[src/isd_pkg.sv]
// Shared constants for the instruction set decoder.
// Assumes a 14-bit instruction word and an 8-bit data path.
package isd_pkg;
    localparam int unsigned CLK_HZ = 20000000;
    localparam logic [6:0] ADDR_FIRST_TIMER = 7'h01;
    localparam logic [6:0] ADDR_STATUS = 7'h03;
    localparam int unsigned ST_CARRY = 0;
    localparam int unsigned ST_HALF = 1;
    localparam int unsigned ST_ZERO = 2;
    localparam int unsigned ST_PDOWN = 3;
    localparam int unsigned ST_WDOG = 4;
    localparam logic [7:0] ACC_RESET = 8'h00;
    localparam logic [4:0] FLAGS_RESET = 5'h18;
    localparam logic [12:0] PC_RESET = 13'h0000;
    localparam int unsigned STACK_DEPTH = 8;
    localparam logic [13:0] OP_STANDBY = 14'h0063;
    localparam logic [13:0] OP_CLR_WDOG = 14'h0064;
    localparam logic [13:0] OP_RETURN = 14'h0008;
    localparam logic [13:0] OP_RET_INT = 14'h0009;
    typedef enum logic [1:0] {
        PH_FETCH = 2'h1,
        PH_FLUSH = 2'h2
    } phase_t;
endpackage

[src/file_port_if.sv]
// File-register access bundle between the core and its ALU.
// Assumes one clock domain; reads are combinational.
`timescale 1ns/1ps
interface file_port_if;
    logic [7:0] acc;
    logic [7:0] opnd;
    logic [13:0] instr;
    logic carry_in;
    logic [7:0] result;
    logic [2:0] flag_we;
    logic [2:0] flag_val;
    logic dest_file;
    logic skip;
    modport core (output acc, opnd, instr, carry_in, input result, flag_we, flag_val, dest_file, skip);
    modport alu (input acc, opnd, instr, carry_in, output result, flag_we, flag_val, dest_file, skip);
endinterface

[src/isd_core.sv]
// Instruction sequencer: fetch, execute, skip, call and return.
// Assumes program memory answers combinationally at the addressed word
// and the file space outside the core returns data in the same cycle.
`timescale 1ns/1ps
// What this block does
// RULE_01 - Increment, store, skip when zero
// RULE_02 - Decrement, store, skip when zero, no flags
// RULE_03 - Rotates pass through carry, only carry changes
// RULE_04 - OR accumulator with file, zero flag only
// RULE_05 - XOR accumulator with file, zero flag only
// RULE_06 - Skip next when tested bit clear
// RULE_07 - Skip next when tested bit set
// RULE_08 - Literal minus accumulator, sets C DC Z
// RULE_09 - OR literal into accumulator, zero flag
// RULE_10 - XOR literal into accumulator, zero flag
// RULE_11 - Return loading literal, two cycles, no flags
// RULE_12 - Standby sets watchdog flag, clears power-down flag
// RULE_13 - Port read-modify-write uses pin levels
// RULE_14 - Timer count write clears assigned prescaler
// RULE_15 - Branch or true test costs flush cycle
// RULE_16 - Low seven bits address, bit seven destination
// RULE_17 - Remaining instructions per encoding table
module isd_core (
    // Clock and reset
    input wire logic clk_i,
    input wire logic reset_i,
    input wire logic cycle_en_i,
    // Program memory
    output logic [12:0] prog_addr_o,
    input wire logic [13:0] prog_data_i,
    // File register space
    output logic [6:0] file_addr_o,
    input wire logic [7:0] file_rdata_i,
    input wire logic [7:0] pin_level_i,
    input wire logic addr_is_port_i,
    output logic [7:0] file_wdata_o,
    output logic file_we_o,
    // Timer and power state
    input wire logic prescaler_on_timer_i,
    output logic prescaler_clear_o,
    output logic standby_o,
    output logic watchdog_clear_o,
    // Status view
    output logic [7:0] acc_o,
    output logic [4:0] status_o
);
    import isd_pkg::*;

    // ------------------------------------------------------------
    // State
    // ------------------------------------------------------------
    phase_t phase_r;
    logic [12:0] pc_r;
    logic [7:0] acc_r;
    logic [4:0] flags_r;
    logic standby_r;
    logic [12:0] stack_r [STACK_DEPTH];
    logic [2:0] sp_r;
    logic [13:0] instr;
    logic exec;
    logic is_call;
    logic is_goto;
    logic is_ret;
    logic branch;
    logic [12:0] pc_nxt;

    file_port_if fp ();
    isd_alu u_alu (
        .fp(fp)
    );

    assign instr = prog_data_i;
    assign exec = cycle_en_i && !reset_i && phase_r == PH_FETCH && !standby_r;
    assign file_addr_o = instr[6:0]; // RULE_16
    // Port sources come from the pins, not the latch, so a pin held low by
    // another driver is written back low.
    assign fp.opnd = addr_is_port_i ? pin_level_i : file_rdata_i; // RULE_13
    assign fp.acc = acc_r;
    assign fp.instr = instr;
    assign fp.carry_in = flags_r[ST_CARRY];

    assign is_call = instr[13:11] == 3'b100;
    assign is_goto = instr[13:11] == 3'b101;
    assign is_ret = instr == OP_RETURN || instr == OP_RET_INT || instr[13:10] == 4'b1101; // RULE_11
    assign branch = is_call || is_goto || is_ret || fp.skip; // RULE_15

    always_comb begin
        pc_nxt = pc_r + 13'h0001;
        if (is_call || is_goto) begin
            pc_nxt = {2'h0, instr[10:0]};
        end else if (is_ret) begin
            pc_nxt = stack_r[sp_r - 3'h1];
        end else if (fp.skip) begin
            pc_nxt = pc_r + 13'h0002; // RULE_01
        end
    end

    // ------------------------------------------------------------
    // Sequencing
    // ------------------------------------------------------------
    always_ff @(posedge clk_i) begin
        if (reset_i) begin
            phase_r <= PH_FETCH;
        end else if (cycle_en_i) begin
            phase_r <= (exec && branch) ? PH_FLUSH : PH_FETCH; // RULE_15
        end
    end

    always_ff @(posedge clk_i) begin
        if (reset_i) begin
            pc_r <= PC_RESET;
            sp_r <= 3'h0;
        end else if (exec) begin
            pc_r <= pc_nxt;
            if (is_call) begin
                stack_r[sp_r] <= pc_r + 13'h0001;
                sp_r <= sp_r + 3'h1;
            end else if (is_ret) begin
                sp_r <= sp_r - 3'h1;
            end
        end
    end

    assign prog_addr_o = pc_r;

    // ------------------------------------------------------------
    // Results
    // ------------------------------------------------------------
    always_ff @(posedge clk_i) begin
        if (reset_i) begin
            acc_r <= ACC_RESET;
        end else if (exec && !fp.dest_file) begin
            acc_r <= fp.result; // RULE_16
        end
    end

    always_ff @(posedge clk_i) begin
        if (reset_i) begin
            flags_r <= FLAGS_RESET;
        end else if (exec) begin
            for (int i = 0; i < 3; i++) begin
                if (fp.flag_we[i]) begin
                    flags_r[i] <= fp.flag_val[i];
                end
            end
            if (instr == OP_STANDBY) begin
                flags_r[ST_WDOG] <= 1'b1; // RULE_12
                flags_r[ST_PDOWN] <= 1'b0;
            end else if (instr == OP_CLR_WDOG) begin
                flags_r[ST_WDOG] <= 1'b1;
                flags_r[ST_PDOWN] <= 1'b1;
            end
        end
    end

    always_ff @(posedge clk_i) begin
        if (reset_i) begin
            standby_r <= 1'b0;
        end else if (exec && instr == OP_STANDBY) begin
            standby_r <= 1'b1; // RULE_12
        end
    end

    assign file_we_o = exec && fp.dest_file && instr[13:12] != 2'h3;
    assign file_wdata_o = fp.result;
    assign prescaler_clear_o = file_we_o && file_addr_o == ADDR_FIRST_TIMER && prescaler_on_timer_i; // RULE_14
    assign standby_o = standby_r;
    assign watchdog_clear_o = exec && (instr == OP_CLR_WDOG || instr == OP_STANDBY);
    assign acc_o = acc_r;
    assign status_o = flags_r;

    // ------------------------------------------------------------
    // Checks
    // ------------------------------------------------------------
    property p_inc_skip;
        @(posedge clk_i) disable iff (reset_i)
        exec && instr[13:8] == 6'h0F && fp.result == 8'h00 |=> phase_r == PH_FLUSH;
    endproperty
    a_inc_skip: assert property (p_inc_skip) else $error("increment skip missed"); // RULE_01

    property p_dec_flags;
        @(posedge clk_i) disable iff (reset_i)
        exec && instr[13:8] == 6'h0B |=> $stable(flags_r);
    endproperty
    a_dec_flags: assert property (p_dec_flags) else $error("decrement skip changed flags"); // RULE_02

    property p_rot_zero;
        @(posedge clk_i) disable iff (reset_i)
        exec && instr[13:9] == 5'h06 |=> flags_r[ST_ZERO] == $past(flags_r[ST_ZERO]);
    endproperty
    a_rot_zero: assert property (p_rot_zero) else $error("rotate touched zero"); // RULE_03

    property p_or_zero;
        @(posedge clk_i) disable iff (reset_i)
        exec && instr[13:8] == 6'h04 |=> flags_r[ST_ZERO] == ($past(acc_r | fp.opnd) == 8'h00);
    endproperty
    a_or_zero: assert property (p_or_zero) else $error("or zero flag wrong"); // RULE_04

    property p_btest_clear;
        @(posedge clk_i) disable iff (reset_i)
        exec && instr[13:10] == 4'h6 && !fp.opnd[instr[9:7]] |=> phase_r == PH_FLUSH;
    endproperty
    a_btest_clear: assert property (p_btest_clear) else $error("bit clear skip missed"); // RULE_06

    property p_btest_set;
        @(posedge clk_i) disable iff (reset_i)
        exec && instr[13:10] == 4'h7 && !fp.opnd[instr[9:7]] |=> phase_r == PH_FETCH;
    endproperty
    a_btest_set: assert property (p_btest_set) else $error("bit set took two cycles"); // RULE_07

    property p_sub_acc_from_literal;
        @(posedge clk_i) disable iff (reset_i)
        exec && instr[13:9] == 5'h1E |=> acc_r == $past(instr[7:0] - acc_r);
    endproperty
    a_sub_acc_from_literal: assert property (p_sub_acc_from_literal) else $error("literal subtract wrong"); // RULE_08

    property p_standby;
        @(posedge clk_i) disable iff (reset_i)
        exec && instr == OP_STANDBY |=> standby_o && !flags_r[ST_PDOWN] && flags_r[ST_WDOG];
    endproperty
    a_standby: assert property (p_standby) else $error("standby flags wrong"); // RULE_12

    property p_prescale;
        @(posedge clk_i) disable iff (reset_i)
        prescaler_clear_o |-> file_we_o && prescaler_on_timer_i;
    endproperty
    a_prescale: assert property (p_prescale) else $error("spurious prescaler clear"); // RULE_14

    property p_xor_zero;
        @(posedge clk_i) disable iff (reset_i)
        exec && instr[13:8] == 6'h06 |=> flags_r[ST_ZERO] == ($past(acc_r ^ fp.opnd) == 8'h00);
    endproperty
    a_xor_zero: assert property (p_xor_zero) else $error("xor zero flag wrong"); // RULE_05

    property p_or_literal;
        @(posedge clk_i) disable iff (reset_i)
        exec && instr[13:8] == 6'h38 |=> acc_r == $past(acc_r | instr[7:0]) && flags_r[ST_ZERO] == (acc_r == 8'h00);
    endproperty
    a_or_literal: assert property (p_or_literal) else $error("or literal wrong"); // RULE_09

    property p_xor_literal;
        @(posedge clk_i) disable iff (reset_i)
        exec && instr[13:8] == 6'h3A |=> acc_r == $past(acc_r ^ instr[7:0]) && flags_r[ST_ZERO] == (acc_r == 8'h00);
    endproperty
    a_xor_literal: assert property (p_xor_literal) else $error("xor literal wrong"); // RULE_10

    property p_ret_literal;
        @(posedge clk_i) disable iff (reset_i)
        exec && instr[13:10] == 4'hD |=> phase_r == PH_FLUSH && acc_r == $past(instr[7:0]) && $stable(flags_r);
    endproperty
    a_ret_literal: assert property (p_ret_literal) else $error("return with literal wrong"); // RULE_11

    property p_port_source;
        @(posedge clk_i) disable iff (reset_i)
        exec && addr_is_port_i && instr[13:7] == 7'h11 |-> file_we_o && file_wdata_o == pin_level_i;
    endproperty
    a_port_source: assert property (p_port_source) else $error("port source not pins"); // RULE_13

    property p_prescale_hit;
        @(posedge clk_i) disable iff (reset_i)
        exec && instr[13:12] == 2'h0 && instr[7] && instr[6:0] == ADDR_FIRST_TIMER && prescaler_on_timer_i
        |-> prescaler_clear_o;
    endproperty
    a_prescale_hit: assert property (p_prescale_hit) else $error("prescaler clear missed"); // RULE_14

    property p_jump_flush;
        @(posedge clk_i) disable iff (reset_i)
        exec && instr[13:12] == 2'h2 |=> phase_r == PH_FLUSH && pc_r == $past({2'h0, instr[10:0]});
    endproperty
    a_jump_flush: assert property (p_jump_flush) else $error("jump without flush"); // RULE_15

    property p_flush_idle;
        @(posedge clk_i) disable iff (reset_i)
        phase_r == PH_FLUSH |-> !file_we_o ##1 ($stable(acc_r) && $stable(flags_r));
    endproperty
    a_flush_idle: assert property (p_flush_idle) else $error("flush cycle did work"); // RULE_15

    property p_dest_select;
        @(posedge clk_i) disable iff (reset_i)
        exec && instr[13:12] == 2'h0 |-> file_we_o == instr[7] && file_addr_o == instr[6:0];
    endproperty
    a_dest_select: assert property (p_dest_select) else $error("destination select wrong"); // RULE_16

    property p_rot_carry;
        @(posedge clk_i) disable iff (reset_i)
        exec && instr[13:8] == 6'h0D |=> flags_r[ST_CARRY] == $past(fp.opnd[7]);
    endproperty
    a_rot_carry: assert property (p_rot_carry) else $error("rotate carry wrong"); // RULE_03

    property p_dec_skip;
        @(posedge clk_i) disable iff (reset_i)
        exec && instr[13:8] == 6'h0B && fp.opnd == 8'h01 |=> phase_r == PH_FLUSH;
    endproperty
    a_dec_skip: assert property (p_dec_skip) else $error("decrement skip missed"); // RULE_02

    property p_add_literal;
        @(posedge clk_i) disable iff (reset_i)
        exec && instr[13:9] == 5'h1F |=> acc_r == $past(instr[7:0] + acc_r);
    endproperty
    a_add_literal: assert property (p_add_literal) else $error("add literal wrong"); // RULE_17

    property p_clr_wdog;
        @(posedge clk_i) disable iff (reset_i)
        exec && instr == OP_CLR_WDOG |=> flags_r[ST_WDOG] && flags_r[ST_PDOWN] && !standby_o;
    endproperty
    a_clr_wdog: assert property (p_clr_wdog) else $error("watchdog clear flags wrong"); // RULE_17
endmodule

[src/isd_alu.sv]
// Combinational datapath for byte, bit and literal instructions.
// Assumes operand already chosen by the core (pins for ports).
`timescale 1ns/1ps
module isd_alu (
    file_port_if.alu fp
);
    import isd_pkg::*;
    logic [8:0] sum;
    logic [4:0] half;
    logic [7:0] a;
    logic [7:0] b;
    logic sub;
    logic [2:0] bsel;
    always_comb begin
        fp.result = 8'h00;
        fp.flag_we = 3'h0;
        fp.flag_val = 3'h0;
        fp.dest_file = fp.instr[7]; // RULE_16
        fp.skip = 1'b0;
        bsel = fp.instr[9:7];
        a = 8'h00;
        b = 8'h00;
        sub = 1'b0;
        sum = 9'h000;
        half = 5'h00;
        if (fp.instr[13:12] == 2'h0) begin
            unique case (fp.instr[11:8])
                4'h7: begin a = fp.opnd; b = fp.acc; end // RULE_17
                4'h2: begin a = fp.opnd; b = fp.acc; sub = 1'b1; end
                default: ;
            endcase
        end else if (fp.instr[13:12] == 2'h3) begin
            if (fp.instr[11:9] == 3'h7) begin a = fp.instr[7:0]; b = fp.acc; end
            if (fp.instr[11:9] == 3'h6) begin a = fp.instr[7:0]; b = fp.acc; sub = 1'b1; end // RULE_08
        end
        sum = sub ? ({1'b0, a} + {1'b0, ~b} + 9'h001) : ({1'b0, a} + {1'b0, b});
        half = sub ? ({1'b0, a[3:0]} + {1'b0, ~b[3:0]} + 5'h01) : ({1'b0, a[3:0]} + {1'b0, b[3:0]});
        unique case (fp.instr[13:12])
            2'h0: begin
                unique case (fp.instr[11:8])
                    4'h0: fp.result = fp.acc;
                    4'h1: begin fp.result = 8'h00; fp.flag_we = 3'h4; end
                    4'h2, 4'h7: begin fp.result = sum[7:0]; fp.flag_we = 3'h7; end
                    4'h3: begin fp.result = fp.opnd - 8'h01; fp.flag_we = 3'h4; end
                    4'h4: begin fp.result = fp.acc | fp.opnd; fp.flag_we = 3'h4; end // RULE_04
                    4'h5: begin fp.result = fp.acc & fp.opnd; fp.flag_we = 3'h4; end
                    4'h6: begin fp.result = fp.acc ^ fp.opnd; fp.flag_we = 3'h4; end // RULE_05
                    4'h8: begin fp.result = fp.opnd; fp.flag_we = 3'h4; end
                    4'h9: begin fp.result = ~fp.opnd; fp.flag_we = 3'h4; end
                    4'hA: begin fp.result = fp.opnd + 8'h01; fp.flag_we = 3'h4; end
                    4'hB: begin
                        fp.result = fp.opnd - 8'h01; // RULE_02
                        fp.skip = (fp.result == 8'h00);
                    end
                    4'hC: begin
                        fp.result = {fp.carry_in, fp.opnd[7:1]}; // RULE_03
                        fp.flag_we = 3'h1;
                        fp.flag_val[ST_CARRY] = fp.opnd[0];
                    end
                    4'hD: begin
                        fp.result = {fp.opnd[6:0], fp.carry_in}; // RULE_03
                        fp.flag_we = 3'h1;
                        fp.flag_val[ST_CARRY] = fp.opnd[7];
                    end
                    4'hE: fp.result = {fp.opnd[3:0], fp.opnd[7:4]};
                    4'hF: begin
                        fp.result = fp.opnd + 8'h01; // RULE_01
                        fp.skip = (fp.result == 8'h00);
                    end
                endcase
                if (fp.instr[11:8] == 4'h0 || fp.instr[11:8] == 4'h1) begin
                    fp.dest_file = fp.instr[7];
                end
            end
            2'h1: begin
                fp.dest_file = 1'b1;
                fp.result = fp.opnd;
                unique case (fp.instr[11:10])
                    2'h0: fp.result[bsel] = 1'b0;
                    2'h1: fp.result[bsel] = 1'b1;
                    2'h2: begin fp.skip = ~fp.opnd[bsel]; fp.dest_file = 1'b0; fp.result = fp.acc; end // RULE_06
                    2'h3: begin fp.skip = fp.opnd[bsel]; fp.dest_file = 1'b0; fp.result = fp.acc; end // RULE_07
                endcase
            end
            2'h3: begin
                fp.dest_file = 1'b0;
                unique casez (fp.instr[11:8])
                    4'b00??: fp.result = fp.instr[7:0];
                    4'b01??: fp.result = fp.instr[7:0]; // RULE_11
                    4'b1000: begin fp.result = fp.acc | fp.instr[7:0]; fp.flag_we = 3'h4; end // RULE_09
                    4'b1001: begin fp.result = fp.acc & fp.instr[7:0]; fp.flag_we = 3'h4; end
                    4'b1010: begin fp.result = fp.acc ^ fp.instr[7:0]; fp.flag_we = 3'h4; end // RULE_10
                    4'b1011: fp.result = fp.acc;
                    4'b110?, 4'b111?: begin fp.result = sum[7:0]; fp.flag_we = 3'h7; end
                endcase
            end
            default: begin
                fp.dest_file = 1'b0;
                fp.result = fp.acc;
            end
        endcase
        fp.flag_val[ST_ZERO] = (fp.result == 8'h00);
        if (fp.flag_we[ST_CARRY] && fp.flag_we[ST_HALF]) begin
            fp.flag_val[ST_CARRY] = sum[8];
            fp.flag_val[ST_HALF] = half[4];
        end
    end
endmodule

[config.mk]
export PLATFORM = sky130hd
export DESIGN_NAME = isd_core
export DESIGN_NICKNAME = d
export VERILOG_FILES = /design/src/isd_pkg.sv /design/src/file_port_if.sv /design/src/isd_core.sv /design/src/isd_alu.sv
export SDC_FILE = /design/constraint.sdc
export NUM_CORES = 1
export LEC_CHECK = 0
export ABC_AREA = 1
export BUFFER_PORTS_ARGS = -buffer_cell sky130_fd_sc_hd__buf_2
export CAP_MARGIN = 20
export CORE_MARGIN = 3
export CORE_UTILIZATION = 55
export DETAILED_ROUTE_END_ITERATION = 6
export HOLD_SLACK_MARGIN = 0.03
export PLACE_DENSITY = 0.74
export SYNTH_ARGS = -nofsm -noshare
export SYNTH_HDL_FRONTEND = slang
export SYNTH_SLANG_ARGS = --single-unit
[constraint.sdc]
create_clock -name clk_i -period 4.3 [get_ports clk_i]
set_input_delay 0.43 -clock clk_i [delete_from_list [all_inputs] [get_ports clk_i]]
set_output_delay 0.43 -clock clk_i [all_outputs]
set_load 0.02 [all_outputs]
# After elaboration in Yosys (flattened, before gate mapping)
# Memories as Yosys holds them, arrays and structs flattened.
# Index checks and enable logic that the tools add are counted.
# totals
ff_bits	32
mem_bits_rw	104
input_bits	35
output_inout_bits	45
elab_cells	161
mem_count	1
# memory_table
memory	depth	word_bits	rd	rd_clocked_by_memory_dff	wr	line	source
stack_r	8	13	1	0	1	isd_core.sv:57	logic [12:0] stack_r [STACK_DEPTH];
# op_classes
add_sub_neg	12
magnitude_cmp	2
n_eq_ne	32
muxes	48
bitwise	13
reduce_logical	44
# op_table
op	count
case mux 8 bit (13 select lines)	1
2-to-1 mux 8 bit	11
case mux 8 bit (3 select lines)	2
case mux 8 bit (6 select lines)	1
2-to-1 mux 13 bit	3
equality test 4 bit, second input constant	9
equality test 14 x 4 -> 1 bit, second input constant	2
equality test 14 x 7 -> 1 bit, second input constant	2
bitwise AND 8 bit	3
zero test 8 bit	3
inverter 8 bit	3
bitwise OR 8 bit	3
adder 8 x 8 -> 9 bit	2
equality test 4 x 3 -> 1 bit, second input constant	4
bitwise XOR 8 bit	2
OR reduction 2 bit	7
adder 13 x 1 -> 13 bit, second input constant	1
adder 13 x 2 -> 13 bit, second input constant	1
logical AND 1 bit	13
equality test 3 bit, second input constant	4
2-to-1 mux 1 bit	12
case mux 3 bit (2 select lines)	2
adder 4 x 4 -> 5 bit	2
case mux 1 bit (2 select lines)	5
other kinds (31)	53

# Depth between registers and ports, before layout
# depth
depth_word	12
depth_mapped	28
mapped_depth_nobuf	28

# Modules after synthesis
# A second synthesis with hierarchy kept.
# unflattened
cells_unflattened	1479
hier_area_um2	10326.2
# modules_own_cells
mod	n_inst	cells_per_inst	area_per_inst_um2	seq_area_each_um2
isd_core	1	736	6620.1	3743.6
isd_alu	1	743	3706.1	0.0

# Worst setup path before layout
# Ideal clock, no wire load.
# synth_timing
path_type	input -> output
start	input prog_data_i[11]
end	output file_wdata_o[2]
t_arrival_ns	3.257
required_time_ns	3.870
path_slack_ns	0.613
path_stages	22
path_buffers	0
path_cell_list	inv_2 nand2_1 o22ai_1 inv_1 nor2_1 clkinv_1 nand2_1 inv_1 nor2_1 inv_1 fa_1 inv_1 nor2_1 o21ai_0 nand3_1 nand2_1 inv_1 nand2_1 nand3_1 nand3_1 nand2_1 inv_1
# synth_via
elab_chain_cells	11
elab_cells_between_ends	51
cone_classes	add/sub (3); eq/ne (20); mux (19); bitwise (1); reduce/logical (8)
# synth_lines
item	line	source
start: declaration	isd_core.sv:30	input wire logic [13:0] prog_data_i,
equality test 3 bit	isd_alu.sv:33, isd_alu.sv:87	
2-to-1 mux 8 bit	isd_alu.sv:33	if (fp.instr[11:9] == 3'h7) begin a = fp.instr[7:0]; b = fp.acc; end
2-to-1 mux 8 bit	isd_alu.sv:34	if (fp.instr[11:9] == 3'h6) begin a = fp.instr[7:0]; b = fp.acc; sub = 1'b1; end
2-to-1 mux 8 bit	isd_alu.sv:32	end else if (fp.instr[13:12] == 2'h3) begin
2-to-1 mux 8 bit	isd_alu.sv:26	if (fp.instr[13:12] == 2'h0) begin
inverter 8 bit	isd_alu.sv:36	sum = sub ? ({1'b0, a} + {1'b0, ~b} + 9'h001) : ({1'b0, a} + {1'b0, b});
adder 8 x 8 -> 9 bit	isd_alu.sv:36	
adder 9 x 1 -> 9 bit	isd_alu.sv:36	
2-to-1 mux 9 bit	isd_alu.sv:36	
case mux 8 bit (13 select lines) or case mux 8 bit (6 select lines) (tied branches)	isd_alu.sv:40, isd_alu.sv:87	
case mux 8 bit (3 select lines) *	isd_alu.sv:38	unique case (fp.instr[13:12])
end: declaration	isd_core.sv:36	output logic [7:0] file_wdata_o,
# Every way passes the cells marked *; elsewhere a longest branch is shown, timed or not.

# Worst setup path in the final report
# layout_timing
start	input prog_data_i[11]
end	output file_wdata_o[4]
# The elaborated chain is that of the path after synthesis.

==> impl_metrics.ini <==
[run_status]
run_status = complete, no violations

[synthesis]
ys_warn_count = 0
synthCells = 1355
synth_cell_types = 56
synthesis.nets = 1453
async_flop_share = 0
synth-seq-area-share = 0.375
synth.ff_latch_count = 135
number_of_enable_flip_flop_cells_after_synthesis = 104
yosys_most_used_dff = sky130_fd_sc_hd__edfxtp_1
synth.cell_area_um2 = 9970
synth_area_per_cell_um2 = 7.36

[detailed_routing]
remaining_drc_errors = 0
drt_iter0_markers = 943
postRouteWirelength_um = 32800
wl_per_cell_um = 19.7
drtPass1Iterations = 6
drt.antenna.violating_nets = 0
detailroute.via_count = 9933
vias_per_cell = 5.96

[final_layout]
finalNonFillerCells = 1667
sequential_cell_area_um2 = 3740
antenna_cells = 0
syn_to_final_growth_pct = 13.1
final_area_um2 = 11300
fillerInstances = 1650
nNetsFinal = 1528
final_layout_size_suffix_gt1_frac = 0.140
finalCoreUtilization = 0.643
multi_input_comb_area_um2 = 5450

[clock_network]
cts_sinks = 135
tritoncts.num_buffers = 17
clkSlewWorstSetupHoldPaths_ns = 0.06
postCtsSetupRepairBufs = 0
cts_tree = done
cts-hold-fix-buffers = 0
clk-insertion-delay-late_ns = 0.41
cts-root-buf = sky130_fd_sc_hd__clkbuf_16
clock_path_buffers = 2
cts.htree.levels = 4

[global_route]
busiest_layer = met2
grt_pass1_vias = 9339
grt_pass1_wl_um = 51100
grt_max_degree = 56
antenna_found_initial = 0
globalRouteMet2Util = 0.550
grt_use_total = 0.329
met1_usage = 0.412
met3_track_utilization_from_global_routing = 0.0468
globalRoute.totalOverflow = 0

[min_path]
worst_hold_path_type = in -> reg

[timing]
post-route-worst-setup-slack_ns = 0.276
finalMaxSlewViolations = 0
tightest_slew_ns = 0.984
grt_setup_unrepaired = false
fin_tns_setup_ns = 0
max-slew-margin-rel = 0.337
finalSetupViolations = 0
timing.final.crit_share = 0.936
timing_hold_violations_final = 0
finClkSkew_ns = 0.00602
maxClockFrequency_mhz = 248
final.min_clock_period_ns = 4.02

[floorplan]
core-area_um2 = 17500
fp.dieW_um = 141
die_h_um = 141
initial_core_util = 0.569
fp.dieArea_um2 = 19800
rows = 48
i_o_pin_count = 80

[pwr]
power_frac_seq = 0.407
switchingPower_uw = 1030
total_leakage_power_uw = 0.00499
cellInternalPower_uw = 2520
swShare = 0.290
vdd_drop_max_uv = 323
power.density_nw_per_um2 = 315
pwr-share-clk = 0.410
p_comb_frac = 0.183

[placement]
io_buffers = 78
place_inst = 1635
dp_slack_ns = 0.0287
gp_routability_congestion = 1.07
dp.final_hpwl_um = 24100
post_dp_cell_area_um2 = 10600

[job]
max-cap-violations = 0

[setup_path]
timing.reg2reg.setup_slack_ns = 1.31
timing.critical_path.to_type = primary output
arrival_ns = 3.59
worst-endpoint-required_ns = 3.87
worstSetupPathType = in -> out
start_kind = primary input
worstPathMaxFanout = 15
-- synthesized netlist by cell type (5+ instances only) --
library cell	count	area (um2)
sky130_fd_sc_hd__nand2_1	340	1280
sky130_fd_sc_hd__nor2_1	154	578
sky130_fd_sc_hd__inv_1	135	507
sky130_fd_sc_hd__o21ai_0	111	556
sky130_fd_sc_hd__edfxtp_1	104	3120
sky130_fd_sc_hd__a21oi_1	84	420
sky130_fd_sc_hd__nand3_1	84	420
sky130_fd_sc_hd__ha_1	61	763
sky130_fd_sc_hd__clkbuf_1	36	135
sky130_fd_sc_hd__o22ai_1	36	225
sky130_fd_sc_hd__dfxtp_1	31	621
sky130_fd_sc_hd__xor2_1	18	158
sky130_fd_sc_hd__nand4_1	17	106
sky130_fd_sc_hd__nand2_2	14	87.6
sky130_fd_sc_hd__nor3_1	13	65.1
sky130_fd_sc_hd__o211ai_1	12	90.1
sky130_fd_sc_hd__buf_4	10	75.1
sky130_fd_sc_hd__o221ai_1	9	78.8
sky130_fd_sc_hd__nand2_4	8	90.1
sky130_fd_sc_hd__nand3b_1	8	60.1
sky130_fd_sc_hd__buf_2	5	25.0
sky130_fd_sc_hd__inv_2	5	18.8
-- logic make-up after synthesis --
logic type                 count (synthesis)  share of synthesized area
xor gates and xnor gates                  22                     0.0201
AOI/OAI and AO/OA                        277                      0.158
DFF                                      135                      0.375
adders and majority gates                 63                     0.0805
other                                      1                   0.000376
and+or+nand+nor                          654                      0.282
buffers and inverters                    203                     0.0840
-- metrics by stage --
| step | hold slack [ns] | total power, uW |
|---|---|---|
| finish | 0.246 | 3550 |
| global route | 0.254 | 3690 |
| CTS | 0.238 | 3540 |
| detailed placement | 0.447 | 2100 |
| global placement | 0.437 | 2100 |
| floorplan | 0.428 | 1890 |
-- worst max-delay path: stages --
cell and delay (ns):
sky130_fd_sc_hd__buf_2 0.11, sky130_fd_sc_hd__buf_4 0.19, sky130_fd_sc_hd__nand2_2 0.20, sky130_fd_sc_hd__inv_1 0.11, sky130_fd_sc_hd__nand2_2 0.19, sky130_fd_sc_hd__nand2_1 0.09
sky130_fd_sc_hd__inv_2 0.15, sky130_fd_sc_hd__nor2_2 0.07, sky130_fd_sc_hd__ha_1 0.26, sky130_fd_sc_hd__fa_1 0.44, sky130_fd_sc_hd__nand3_1 0.12, sky130_fd_sc_hd__nand2_1 0.10
sky130_fd_sc_hd__inv_1 0.09, sky130_fd_sc_hd__nor2_1 0.04, sky130_fd_sc_hd__o21ai_0 0.23, sky130_fd_sc_hd__nand3_1 0.17, sky130_fd_sc_hd__nand3b_1 0.15, sky130_fd_sc_hd__nand2_1 0.07
sky130_fd_sc_hd__nand2_1 0.07, sky130_fd_sc_hd__nand2_1 0.10, sky130_fd_sc_hd__inv_1 0.06, sky130_fd_sc_hd__buf_2 0.15
-- registers in the layout, summed over array words and instances, names as in the netlist --
register / flops
prog_addr_o: 13
status_o: 4
sp_r: 3
standby_o: 1
stack_r: 104
phase_r: 2
acc_o: 8
-- layer usage --
metal  up-vias  wire length [um]  part of all wire
li1       4711                 -                 -
met3       108              2490             0.076
met4         0              1780             0.054
met2       519             15900              0.48
met5         -                 0                 0
met1      4595             12600              0.39
-- power by group through the flow --
stage / logic (uW) / registers [uW] / clock network [uW]
2_1_floorplan: 409 / 1480 / 0
3_3_place_gp: 624 / 1470 / 0
3_5_place_dp: 628 / 1470 / 0
4_1_cts: 632 / 1450 / 1460
5_1_grt: 710 / 1450 / 1530
6_report: 649 / 1450 / 1460
-- cell type report --
cell class | count | area share
multi-input combinational | 1017 | 0.483
sequential | 135 | 0.332
timing repair buffer | 114 | 0.0586
inverter | 145 | 0.0485
clock buffer | 17 | 0.0377
tap | 225 | 0.0250
clock inverter | 14 | 0.0154
-- repair_timing --
action                                  in CTS  in global routing
endpoints found under the hold margin        0                  0
resized for setup                            0                 12
endpoints found under the setup margin       0                  5
-- final timing paths --
kind	startpoint	endpoint	depth (start not counted)
min reg2reg	phase_r[1]$_SDFFE_PP0P_	phase_r[1]$_SDFFE_PP0P_	1
max reg2reg	acc_o[0]$_SDFFE_PP0P_	status_o[2]$_SDFFE_PP0P_	18
min	cycle_en_i	phase_r[0]$_SDFFE_PP1P_	2
max	prog_data_i[11]	file_wdata_o[4]	22
-- placed cells by master (no fill, tap or decap), types with 8 or more instances in the layout --
cell / count
sky130_fd_sc_hd__nand3b_1: 8
sky130_fd_sc_hd__nand4_1: 17
sky130_fd_sc_hd__xor2_1: 18
sky130_fd_sc_hd__edfxtp_1: 104
sky130_fd_sc_hd__nand3_1: 84
sky130_fd_sc_hd__nand2_1: 337
sky130_fd_sc_hd__inv_1: 133
sky130_fd_sc_hd__ha_1: 59
sky130_fd_sc_hd__nand2_2: 17
sky130_fd_sc_hd__o221ai_1: 9
sky130_fd_sc_hd__o21ai_0: 110
sky130_fd_sc_hd__nor2_1: 153
sky130_fd_sc_hd__buf_2: 78
sky130_fd_sc_hd__nand2_4: 8
sky130_fd_sc_hd__dfxtp_1: 31
sky130_fd_sc_hd__a21oi_1: 84
sky130_fd_sc_hd__o22ai_1: 34
sky130_fd_sc_hd__buf_4: 35
sky130_fd_sc_hd__clkbuf_16: 17
sky130_fd_sc_hd__o211ai_1: 12
(Power assumes the default switching activity.)
